### src/hprkc_consts.vh
// constants for the host power and reset keypad sequencer
`ifndef HPRKC_CONSTS_VH
`define HPRKC_CONSTS_VH

// ****************************************************************
// clock and time base
// ****************************************************************
`define HPRKC_CLK_MHZ        250
// one time-base tick is 1/32 s, so a pulse byte of 16 is half a second
`define HPRKC_TICK_US        31250
`define HPRKC_TICK_CYC       (`HPRKC_TICK_US * `HPRKC_CLK_MHZ)

// ****************************************************************
// documented times in milliseconds
// ****************************************************************
`define HPRKC_PON_HOLD_MS    250
`define HPRKC_HOFF_HOLD_MS   4000
`define HPRKC_HRST_HOLD_MS   4000
`define HPRKC_HRST_PULSE_MS  1000
`define HPRKC_HOFF_EXT_MS    5000
`define HPRKC_PULSE_DEF_MS   1000

// least times round up, longest times round down
`define HPRKC_MS2TICK_UP(ms) \
    ((((ms) * 1000) + `HPRKC_TICK_US - 1) / `HPRKC_TICK_US)
`define HPRKC_MS2TICK_DN(ms) (((ms) * 1000) / `HPRKC_TICK_US)

// ****************************************************************
// configuration byte codes
// ****************************************************************
`define HPRKC_SENSE_CONN     8'H01
`define HPRKC_PULSE_USE_DEF  8'H00

`endif

### src/hprkc_top.v
// keypad driven power and reset sequencer for a host motherboard
`timescale 1ns/1ps
`default_nettype none
`include "hprkc_consts.vh"

module hprkc_top #(
    parameter [31:0] TICK_CYC = `HPRKC_TICK_CYC
) (
    // clock, reset, enable
    input  wire        CLK_I,
    input  wire        RST_B_I,
    input  wire        CE_I,
    // configuration
    input  wire        CFG_PON_EN_I,
    input  wire        CFG_HOFF_EN_I,
    input  wire        CFG_HRST_EN_I,
    input  wire        CFG_LCD_OFF_I,
    input  wire        CFG_PWR_INV_I,
    input  wire        CFG_RST_INV_I,
    input  wire [7:0]  CFG_PULSE_I,
    input  wire [7:0]  CFG_SENSE_SRC_I,
    // host sense and keys
    input  wire        SENSE_CONN_I,
    input  wire        SENSE_GPIO_I,
    input  wire        KEY_CONFIRM_I,
    input  wire        KEY_CANCEL_I,
    // power switch pin
    output reg         PWR_CTL_O,
    output reg         PWR_CTL_OE_O,
    // reset switch pin
    output reg         RST_CTL_O,
    output reg         RST_CTL_OE_O,
    // status
    output reg         DISP_BLANK_O,
    output reg         SELF_RESTART_O,
    output reg         HOST_ON_O,
    output reg         BUSY_O
);

    // ****************************************************************
    // timing in ticks
    // ****************************************************************
    // full width first so the byte slices below cut on purpose
    localparam [31:0] PON_HOLD_W  = `HPRKC_MS2TICK_UP(`HPRKC_PON_HOLD_MS);
    localparam [31:0] HOFF_HOLD_W = `HPRKC_MS2TICK_UP(`HPRKC_HOFF_HOLD_MS);
    localparam [31:0] HRST_HOLD_W = `HPRKC_MS2TICK_UP(`HPRKC_HRST_HOLD_MS);
    localparam [31:0] HRST_LEN_W  = `HPRKC_MS2TICK_UP(`HPRKC_HRST_PULSE_MS);
    localparam [31:0] HOFF_EXT_W  = `HPRKC_MS2TICK_DN(`HPRKC_HOFF_EXT_MS);
    localparam [31:0] PULSE_DEF_W = `HPRKC_MS2TICK_UP(`HPRKC_PULSE_DEF_MS);

    localparam [7:0]  PON_HOLD    = PON_HOLD_W[7:0];
    localparam [7:0]  HOFF_HOLD   = HOFF_HOLD_W[7:0];
    localparam [7:0]  HRST_HOLD   = HRST_HOLD_W[7:0];
    localparam [7:0]  HRST_LEN    = HRST_LEN_W[7:0];
    localparam [7:0]  HOFF_EXT    = HOFF_EXT_W[7:0];
    localparam [7:0]  PULSE_DEF   = PULSE_DEF_W[7:0];

    // ****************************************************************
    // states
    // ****************************************************************
    localparam [3:0] S_IDLE     = 4'H0;
    localparam [3:0] S_HOLD_ON  = 4'H1;
    localparam [3:0] S_HOLD_OFF = 4'H2;
    localparam [3:0] S_HOLD_RST = 4'H3;
    localparam [3:0] S_PWR_ON   = 4'H4;
    localparam [3:0] S_PWR_OFF  = 4'H5;
    localparam [3:0] S_PWR_EXT  = 4'H6;
    localparam [3:0] S_RST      = 4'H7;
    localparam [3:0] S_WAIT     = 4'H8;

    // pin level while driving: low unless inverted
    function drive_lvl;
        input inv;
        begin
            drive_lvl = inv ? 1'B1 : 1'B0;
        end
    endfunction

    // a hold ends early on key release, sense change or enable drop
    function hold_drop;
        input key;
        input sense_ok;
        input en;
        begin
            hold_drop = !key || !sense_ok || !en;
        end
    endfunction

    reg  [3:0] state_r;
    reg  [3:0] state_nxt;
    reg        restart_nxt;
    wire       tick;
    wire [7:0] cnt;
    wire       clr;
    wire       sense;
    wire [7:0] pw_ticks;
    wire       pwr_drv;
    wire       rst_drv;

    // ****************************************************************
    // sense select and pulse width decode
    // ****************************************************************
    // sense source select
    assign sense = (CFG_SENSE_SRC_I == `HPRKC_SENSE_CONN) ? SENSE_CONN_I
                                                          : SENSE_GPIO_I;

    assign pw_ticks = (CFG_PULSE_I == `HPRKC_PULSE_USE_DEF) ? PULSE_DEF
                                                            : CFG_PULSE_I;

    // every state change restarts the time base and counter
    assign clr = (state_nxt != state_r);

    hprkc_tick #(
        .CYC     (TICK_CYC)
    ) u_tick (
        .clk_i   (CLK_I),
        .rst_b_i (RST_B_I),
        .ce_i    (CE_I),
        .clr_i   (clr),
        .tick_o  (tick)
    );

    hprkc_cnt u_cnt (
        .clk_i   (CLK_I),
        .rst_b_i (RST_B_I),
        .ce_i    (CE_I),
        .clr_i   (clr),
        .tick_i  (tick),
        .cnt_o   (cnt)
    );

    // ****************************************************************
    // sequencer
    // ****************************************************************
    always @* begin
        state_nxt   = state_r;
        restart_nxt = 1'B0;
        case (state_r)
            S_IDLE: begin
                if (CFG_PON_EN_I && !sense && KEY_CONFIRM_I) begin
                    state_nxt = S_HOLD_ON;
                end else if (CFG_HRST_EN_I && sense && KEY_CONFIRM_I) begin
                    state_nxt = S_HOLD_RST;
                end else if (CFG_HOFF_EN_I && sense && KEY_CANCEL_I) begin
                    state_nxt = S_HOLD_OFF;
                end
            end
            S_HOLD_ON: begin
                if (hold_drop(KEY_CONFIRM_I, !sense, CFG_PON_EN_I)) begin
                    state_nxt = S_IDLE;
                end else if (cnt >= PON_HOLD) begin
                    state_nxt = S_PWR_ON;
                end
            end
            S_HOLD_OFF: begin
                if (hold_drop(KEY_CANCEL_I, sense, CFG_HOFF_EN_I)) begin
                    state_nxt = S_IDLE;
                end else if (cnt >= HOFF_HOLD) begin
                    state_nxt = S_PWR_OFF;
                end
            end
            S_HOLD_RST: begin
                if (hold_drop(KEY_CONFIRM_I, sense, CFG_HRST_EN_I)) begin
                    state_nxt = S_IDLE;
                end else if (cnt >= HRST_HOLD) begin
                    state_nxt = S_RST;
                end
            end
            S_PWR_ON: begin
                if (cnt >= pw_ticks) begin
                    state_nxt = S_WAIT;
                end
            end
            S_PWR_OFF: begin
                if (cnt >= pw_ticks) begin
                    state_nxt = KEY_CANCEL_I ? S_PWR_EXT : S_WAIT;
                end
            end
            S_PWR_EXT: begin
                if (!KEY_CANCEL_I || (cnt >= HOFF_EXT)) begin
                    state_nxt = S_WAIT;
                end
            end
            S_RST: begin
                if (cnt >= HRST_LEN) begin
                    state_nxt   = S_WAIT;
                    restart_nxt = 1'B1;
                end
            end
            // wait for all keys up so one hold never fires twice
            S_WAIT: begin
                if (!KEY_CONFIRM_I && !KEY_CANCEL_I) begin
                    state_nxt = S_IDLE;
                end
            end
            default: begin
                state_nxt = S_IDLE;
            end
        endcase
    end

    // ****************************************************************
    // pin drive decode
    // ****************************************************************
    // power pin driven only while acting
    assign pwr_drv = (state_nxt == S_PWR_ON) || (state_nxt == S_PWR_OFF) ||
                     (state_nxt == S_PWR_EXT);
    // reset pin driven only while resetting
    assign rst_drv = (state_nxt == S_RST);

    // index 0 is the power pin, index 1 the reset pin
    wire [1:0] pin_drv;
    wire [1:0] pin_inv;
    wire [1:0] pin_lvl_nxt;
    genvar     g;

    assign pin_drv = {rst_drv, pwr_drv};
    assign pin_inv = {CFG_RST_INV_I, CFG_PWR_INV_I};

    generate
        for (g = 0; g < 2; g = g + 1) begin : g_pin
            // idle level stays 0 so a floating pin shows no stale drive
            assign pin_lvl_nxt[g] = pin_drv[g] & drive_lvl(pin_inv[g]);
        end
    endgenerate

    // ****************************************************************
    // state register
    // ****************************************************************
    always @(posedge CLK_I) begin
        if (!RST_B_I) begin
            state_r <= S_IDLE;
        end else if (CE_I) begin
            state_r <= state_nxt;
        end
    end

    // ****************************************************************
    // switch pins
    // ****************************************************************
    // registered from the next state so pins move with the state
    always @(posedge CLK_I) begin
        if (!RST_B_I) begin
            PWR_CTL_O    <= 1'B0;
            PWR_CTL_OE_O <= 1'B0;
            RST_CTL_O    <= 1'B0;
            RST_CTL_OE_O <= 1'B0;
        end else if (CE_I) begin
            PWR_CTL_OE_O <= pwr_drv;
            PWR_CTL_O    <= pin_lvl_nxt[0];
            RST_CTL_OE_O <= rst_drv;
            RST_CTL_O    <= pin_lvl_nxt[1];
        end
    end

    // ****************************************************************
    // status
    // ****************************************************************
    always @(posedge CLK_I) begin
        if (!RST_B_I) begin
            DISP_BLANK_O   <= 1'B0;
            SELF_RESTART_O <= 1'B0;
            HOST_ON_O      <= 1'B0;
            BUSY_O         <= 1'B0;
        end else if (CE_I) begin
            DISP_BLANK_O   <= CFG_LCD_OFF_I & ~sense;
            SELF_RESTART_O <= restart_nxt;
            HOST_ON_O      <= sense;
            BUSY_O         <= (state_nxt != S_IDLE);
        end
    end

endmodule // hprkc_top

`default_nettype wire

### src/hprkc_tick.v
// time-base prescaler producing one-cycle ticks, restartable
`timescale 1ns/1ps
`default_nettype none

module hprkc_tick #(
    parameter [31:0] CYC = 32'H0077_3594
) (
    // clock and control
    input  wire        clk_i,
    input  wire        rst_b_i,
    input  wire        ce_i,
    input  wire        clr_i,
    // tick out
    output reg         tick_o
);

    localparam [31:0] LAST = CYC - 32'H0000_0001;

    reg [31:0] cnt_r;

    always @(posedge clk_i) begin
        if (!rst_b_i) begin
            cnt_r  <= 32'H0000_0000;
            tick_o <= 1'B0;
        end else if (ce_i) begin
            // restart keeps every interval a whole tick from state entry
            if (clr_i) begin
                cnt_r  <= 32'H0000_0000;
                tick_o <= 1'B0;
            end else if (cnt_r >= LAST) begin
                cnt_r  <= 32'H0000_0000;
                tick_o <= 1'B1;
            end else begin
                cnt_r  <= cnt_r + 32'H0000_0001;
                tick_o <= 1'B0;
            end
        end
    end

endmodule // hprkc_tick

`default_nettype wire

### src/hprkc_cnt.v
// saturating tick counter used for key holds and output pulses
`timescale 1ns/1ps
`default_nettype none

module hprkc_cnt (
    // clock and control
    input  wire        clk_i,
    input  wire        rst_b_i,
    input  wire        ce_i,
    input  wire        clr_i,
    input  wire        tick_i,
    // count out
    output reg  [7:0]  cnt_o
);

    always @(posedge clk_i) begin
        if (!rst_b_i) begin
            cnt_o <= 8'H00;
        end else if (ce_i) begin
            if (clr_i) begin
                cnt_o <= 8'H00;
            // saturate so a long hold never wraps into a false match
            end else if (tick_i && (cnt_o != 8'HFF)) begin
                cnt_o <= cnt_o + 8'H01;
            end
        end
    end

endmodule // hprkc_cnt

`default_nettype wire

### config.mk
export PLATFORM = sky130hd
export DESIGN_NAME = hprkc_top
export DESIGN_NICKNAME = d
export VERILOG_FILES = /design/src/hprkc_top.v /design/src/hprkc_tick.v /design/src/hprkc_cnt.v
export VERILOG_INCLUDE_DIRS = /design/src
export SDC_FILE = /design/constraint.sdc
export NUM_CORES = 1
export LEC_CHECK = 0
export BUFFER_PORTS_ARGS = -buffer_cell sky130_fd_sc_hd__buf_2
export CELL_PAD_IN_SITES_DETAIL_PLACEMENT = 0
export CELL_PAD_IN_SITES_GLOBAL_PLACEMENT = 2
export CORE_ASPECT_RATIO = 0.6
export CORE_MARGIN = 3
export CORE_UTILIZATION = 39
export CTS_BUF_LIST = sky130_fd_sc_hd__clkbuf_8 sky130_fd_sc_hd__clkbuf_16
export DETAILED_ROUTE_END_ITERATION = 8
export MAX_ROUTING_LAYER = met4
export PLACE_DENSITY = 0.95
export RECOVER_POWER = 100
export SKIP_CTS_REPAIR_TIMING = 1
export SYNTH_ARGS = -nofsm -noshare
export SYNTH_HDL_FRONTEND = slang
export SYNTH_HIERARCHICAL = 1
export SYNTH_SLANG_ARGS = --single-unit
### constraint.sdc
create_clock -name CLK_I -period 8.4 [get_ports CLK_I]
set_input_delay 0.42 -clock CLK_I [delete_from_list [all_inputs] [get_ports CLK_I]]
set_output_delay 0.42 -clock CLK_I [all_outputs]
set_load 0.02 [all_outputs]
==> reports/qor.yml, run 1 <==
finish:
  area_delta_synth_final_pct: 10.0
  final_common_cell: "dfxtp_1"
  final_cell_mix: "dfxtp_1 (53), nand2_1 (42), buf_2 (27)"
  multi_input_comb_area_mm2: 0.00224
  regArea_mm2: 0.00106
  num-fill-cells: 851
  drive_gt1_frac: 0.164
  finalNonFillerCells: 556
  num_antenna_cells: 0
  utilization: 0.448
  fin_nets: 482
drt:
  drt_iter0_drc: 291
  wl_met3_um: 538
  wl_met1_um: 5010
  wl_met2_um: 3370
  vias_per_cell: 5.87
  postRouteAntennaNets: 0
  wirelength_um: 8990
  wl_per_cell_um: 16.2
  vias: 3261
  firstDrtPassIters: 5
  drc: 0
  highest_layer: "met4"
setup_path:
  required_ps: 8620
  rrSetupSlack_ps: 4000
  r2r_end: "u_tick/cnt_r[9]"
  path_max_fanout: 22
  path_buf_inv: 2
  r2r_cells: 12
  cp_slowest_cell: "nand4_1"
  worstPathCellList: "inv_1 -> ha_1 -> nor2b_1 -> o21ai_0 -> a31oi_1 -> o221a_4 -> xnor2_1 -> nand4_1 -> nor2_1 -> clkbuf_1 -> nand3_1 -> o21ai_0"
  worstSetupStartpointType: "flop"
  cp_top_family: "simple AND/OR/NAND/NOR gates"
  crit_top_cell: "o21ai_0"
  arrival_ps: 4630
  crit_start: "u_cnt/cnt_o[0]"
  crit_path_max_incr_delay_ps: 750
  path_class: "flop to flop"
  r2r-start: "u_cnt/cnt_o[0]"
  crit_path_end_kind: "flop"
sta:
  grt_setup_unrepaired: "no"
  relSlewSlack: 0.146
  hold_viol: 0
  worstMarginPinSlew_ps: 1280
  final-max-slew-violation-count: 0
  period_needed_ps: 4400
  setup_viol: 0
  setup_tns_ps: 0
  fmax_ghz: 0.227
  hold_slack_ps: 342
  fin_skew_ps: 13.0
  finalCritPeriodShare: 0.524
global_route:
  antenna_found_initial: 0
  grt.total_usage: 0.182
  grt_pass1_wl_um: 14600
  overflow: 0
  grt_pass1_vias: 2900
  grt_max_degree: 38
floorplan:
  pin_count: 37
  die_area_mm2: 0.0102
  initial_core_util: 0.407
  die_x_um: 129
  num_rows: 26
  core_mm2: 0.00862
  fp.dieH_um: 79.5
clocking:
  cts_buffers: 5
  clock-sinks: 53
  cts_buffer_depth: 2
  cts.reportedPaths.clkPinSlew_ps: 80
  insertion_delay_ps: 310
  cts_root_buf: "clkbuf_16"
  ctsHtreeMaxLevel: 2
  cts_tree: "done"
yosys:
  ys_types: 87
  yosysWarnings: 6
  syn_nets: 458
  ys.flop_type: "dfxtp_1"
  ys_ff_latch: 53
  avgSynthCellArea_um2: 8.38
  yosysSeqAreaShare: 0.302
  synthCells: 419
  syn_area_mm2: 0.00351
  async_reset_ff_frac: 0
  synth_edf_count: 0
power_and_ir_drop:
  leakage_nw: 1.46
  ir_drop_mv: 0.0751
  powerDensity_mw_per_mm2: 142
min_path:
  hold_class: "input pin to flop"
  hold_depth: 2
  whs_endpoint: "RST_CTL_O"
  min_from: "CFG_RST_INV_I"
place:
  hpwl_um: 6410
  gp_congestion: 0.906
  dpl.cell_count: 548
  port_buffers: 36
run_status:
  status: "finished clean"
flow_run:
  cap_violations: 0
[layer usage]
layer,GRT usage,up-vias
met4,0.0388,0
li1,-,1642
met5,-,-
met2,0.231,83
met3,0.0408,8
met1,0.286,1528
[worst max-delay path by stage]
stage / depth (start not counted) / to / slack, ps
CTS: 11 / u_tick/cnt_r[16] / 4500
global route: 11 / u_tick/cnt_r[9] / 3550
floorplan: 11 / u_tick/cnt_r[16] / 5180
detailed placement: 12 / u_tick/cnt_r[16] / 4250
global placement: 12 / u_tick/cnt_r[16] / 4320
finish: 12 / u_tick/cnt_r[9] / 4000
[sequential cells by signal, indices dropped and copies added (netlist names)]
signal          cells
RST_CTL_O           1
u_cnt/cnt_o         8
RST_CTL_OE_O        1
BUSY_O              1
u_tick/tick_o       1
u_tick/cnt_r       32
DISP_BLANK_O        1
SELF_RESTART_O      1
state_r             4
PWR_CTL_O           1
PWR_CTL_OE_O        1
HOST_ON_O           1
[report_power, final]
part / leakage [nW] / internal, mW / switching (mW)
Sequential: 0.428 / 0.254 / 0.00525
Clock: 0.0768 / 0.119 / 0.100
Combinational: 0.955 / 0.0271 / 0.0446
[worst reg2reg max path: stages, from the launching register on]
cell	delay, ps
dfxtp_1	410
inv_1	70
ha_1	270
nor2b_1	40
o21ai_0	380
a31oi_1	230
o221a_4	300
xnor2_1	160
nand4_1	750
nor2_1	300
clkbuf_1	680
nand3_1	460
o21ai_0	270
[metrics by stage]
stage	area [µm²]	worst slack, ps	power (mW)
floorplan	3510	5180	0.314
global placement	3760	4320	0.337
detailed placement	3760	4250	0.338
CTS	3910	4500	0.553
global route	3860	3550	0.575
finish	3860	4000	0.550
[kinds of logic (layout without fill, tap and decap cells)]
logic type | after synthesis | count (layout) | share of synthesized area
compound gates | 106 | 106 | 0.237
xor+xnor | 3 | 3 | 0.00748
fa+ha+maj | 10 | 10 | 0.0356
buf+inv | 45 | 70 | 0.0541
flops | 53 | 53 | 0.302
mux | 5 | 5 | 0.0143
simple gates | 197 | 197 | 0.350
[final cells by class]
class	instances	share of cell area
Clock inverter	2	0.00356
Tap cell	112	0.0363
Timing Repair Buffer	40	0.0495
Multi-Input combinational cell	321	0.579
Sequential cell	53	0.275
Inverter	22	0.0214
Clock buffer	6	0.0359
[Yosys cell counts (3+ instances only)]
cell type  count  area, µm²
o211ai_1       5       37.5
nand4_1       16        100
buf_2          5       25.0
nand2_1       42        158
o21ai_0       18       90.1
a31oi_1        7       43.8
and3_1        14       87.6
or2_2          3       18.8
and2_1        13       81.3
nor4b_1        6       52.6
nand2b_1       5       31.3
inv_1         22       82.6
nand3_1       20        100
a32oi_1        6       52.6
nor2_1        20       75.1
a41oi_1        9       78.8
nor2b_1        4       25.0
mux2i_1        5       50.1
clkbuf_1      14       52.6
nor3_1         8       40.0
nor4_1         9       56.3
o21a_1         4       30.0
a211oi_1       4       30.0
a21oi_1       14       70.1
and4_1         3       26.3
dfxtp_1       53       1060
ha_1          10        125
Note: power is estimated with default switching activity, not from simulation.
==> inputs of run 2 (changes only) <==
- CORE_UTILIZATION: 39 -> 36
- PLACE_DENSITY: 0.95 -> 0.91
- clock period: 8.4 -> 4.1 ns (I/O delays scaled with it)
==> run 2 against run 1 <==
  * Combinational power grew 100%
  * Final cell count rose by 3.6%
  * Via count up 2.5%
  * Maximum frequency increased by 31%
  * Largest cell class unchanged
  * Routed wire length increased by 1.8%
  * Clock skew down 4.7 ps
  * First-iteration DRC count rose by 10%
  * Setup slack lost 3300 ps
  * Core utilization down 3.2 points
  * Critical endpoint is now u_tick/cnt_r[8]
  * Register-to-register slack got worse by 3300 ps
  * Sequential share of layout area down 0.097 points
  * Hold slack got worse by 200 ps
  * Largest power group unchanged
==> reports/qor.yml, run 2 (synthesis results as in run 1) <==
run_status:
  status: "finished clean"
setup_path:
  worstSetupStartpointType: "flop"
  arrival_ps: 3530
  path_class: "flop to flop"
  crit_start: "u_cnt/cnt_o[5]"
  crit_path_end_kind: "flop"
  r2r-start: "u_cnt/cnt_o[5]"
  path_max_fanout: 18
  required_ps: 4280
sta:
  period_needed_ps: 3360
  grt_setup_unrepaired: "no"
  setup_tns_ps: 0
  fmax_ghz: 0.298
  final-max-slew-violation-count: 0
  worstMarginPinSlew_ps: 1240
  setup_viol: 0
  fin_skew_ps: 8.33
  setup_slack_ps: 744
  finalCritPeriodShare: 0.819
  relSlewSlack: 0.173
  hold_viol: 0
power_and_ir_drop:
  switchingPower_mw: 0.303
  p_sw_frac: 0.274
  clkPwrFrac: 0.386
  intPower_mw: 0.802
  powerDensity_mw_per_mm2: 285
  combPwrFrac: 0.132
  p_seq_frac: 0.481
  ir_drop_mv: 0.131
  leakage_nw: 1.45
finish:
  final_common_cell: "dfxtp_1"
  drive_gt1_frac: 0.159
  area_delta_synth_final_pct: 10.4
  regMostFlops: "u_tick/cnt_r"
  utilization: 0.416
  num_antenna_cells: 0
  largest_reg_flops: 32
  final_cell_mix: "dfxtp_1 (53), nand2_1 (42), buf_2 (27)"
  fin_nets: 484
  largestRegisters: "u_tick/cnt_r: 32 flops, u_cnt/cnt_o: 8 flops, state_r: 4 flops"
floorplan:
  die_area_mm2: 0.0110
  fp.dieH_um: 82.5
  die_x_um: 134
  num_rows: 27
  core_mm2: 0.00932
  initial_core_util: 0.377
  pin_count: 37
clocking:
  insertion_delay_ps: 300
  cts_buffer_depth: 2
  cts_buffers: 5
  ctsHtreeMaxLevel: 2
  cts_tree: "done"
  cts.reportedPaths.clkPinSlew_ps: 80
  cts_root_buf: "clkbuf_16"
  clock-sinks: 53
drt:
  firstDrtPassIters: 5
  drt_iter0_drc: 321
  vias_per_cell: 5.80
  wl_per_cell_um: 15.9
  drc: 0
  postRouteAntennaNets: 0
  wirelength_um: 9150
  vias: 3341
place:
  post-place-ws_ps: 931
  hpwl_um: 6690
  gp_congestion: 0.878
  port_buffers: 36
min_path:
  hold_class: "input pin to flop"
  min_from: "CFG_RST_INV_I"
global_route:
  overflow: 0
  grt_pass1_wl_um: 15400
  grt_max_degree: 38
  use_met3: 0.0327
  grt_pass1_vias: 2964
  antenna_found_initial: 0
  top_usage_layer: "met1"
  met2_usage: 0.238
  grtUsageMet1: 0.272
  grt.total_usage: 0.176
flow_run:
  cap_violations: 0
run 2: cell count changes in the layout (fill, tap and decap cells not counted), sizes merged:
| cell | change |
|---|---|
| clkbuf | +1 |
| clkinvlp | +1 |
run 2: per-stage QoR:
step	cell area, µm²	power [mW]	hold WS [ps]	std cells
final	3880	1.10	137	576
after global routing	3880	1.16	126	576
after CTS	3940	1.13	126	576
after detailed placement	3800	0.696	442	568
after global placement	3800	0.694	424	568
after floorplan	3510	0.644	339	419
run 2: layout make-up:
| class | instances | area (µm²) |
|---|---|---|
| clock buffers | 5 | 125 |
| clock inverters | 3 | 17.5 |
| fillers | 974 | 5450 |
| inverters | 22 | 82.6 |
| multi-input cells | 321 | 2230 |
| flip-flops and latches | 53 | 1060 |
| well taps | 130 | 163 |
| repair buffers | 42 | 199 |
run 2: critical path, cell delays in order, from the launching register on:
cell and delay (ps):
dfxtp_1 420, nor3_2 370, a21oi_1 120, o311ai_1 590, nand2_1 110, o211a_1 240
nand4_1 170, clkbuf_1 690, nor2_1 70, nor4b_1 170, a32oi_1 190, o21ai_0 100
run 2: worst paths after layout:
kind	endpoint	slack, ps	depth (start not counted)
max reg2reg	u_tick/cnt_r[8]	740	11
min reg2reg	u_tick/cnt_r[24]	460	1
min	RST_CTL_O	140	2
max	u_tick/cnt_r[8]	740	11
run 2: metal layers:
metal  up-vias  wire length, µm
met5         -                0
met4         0               29
met3         4              606
met2       100             3690
met1      1582             4830
li1       1655                -
run 2: power by group through the flow:
stage / clock, mW / combinational [mW] / sequential, mW
after floorplan: 0 / 0.102 / 0.542
after global placement: 0 / 0.151 / 0.543
after detailed placement: 0 / 0.153 / 0.543
after CTS: 0.442 / 0.153 / 0.531
after global routing: 0.460 / 0.165 / 0.533
final: 0.427 / 0.146 / 0.532
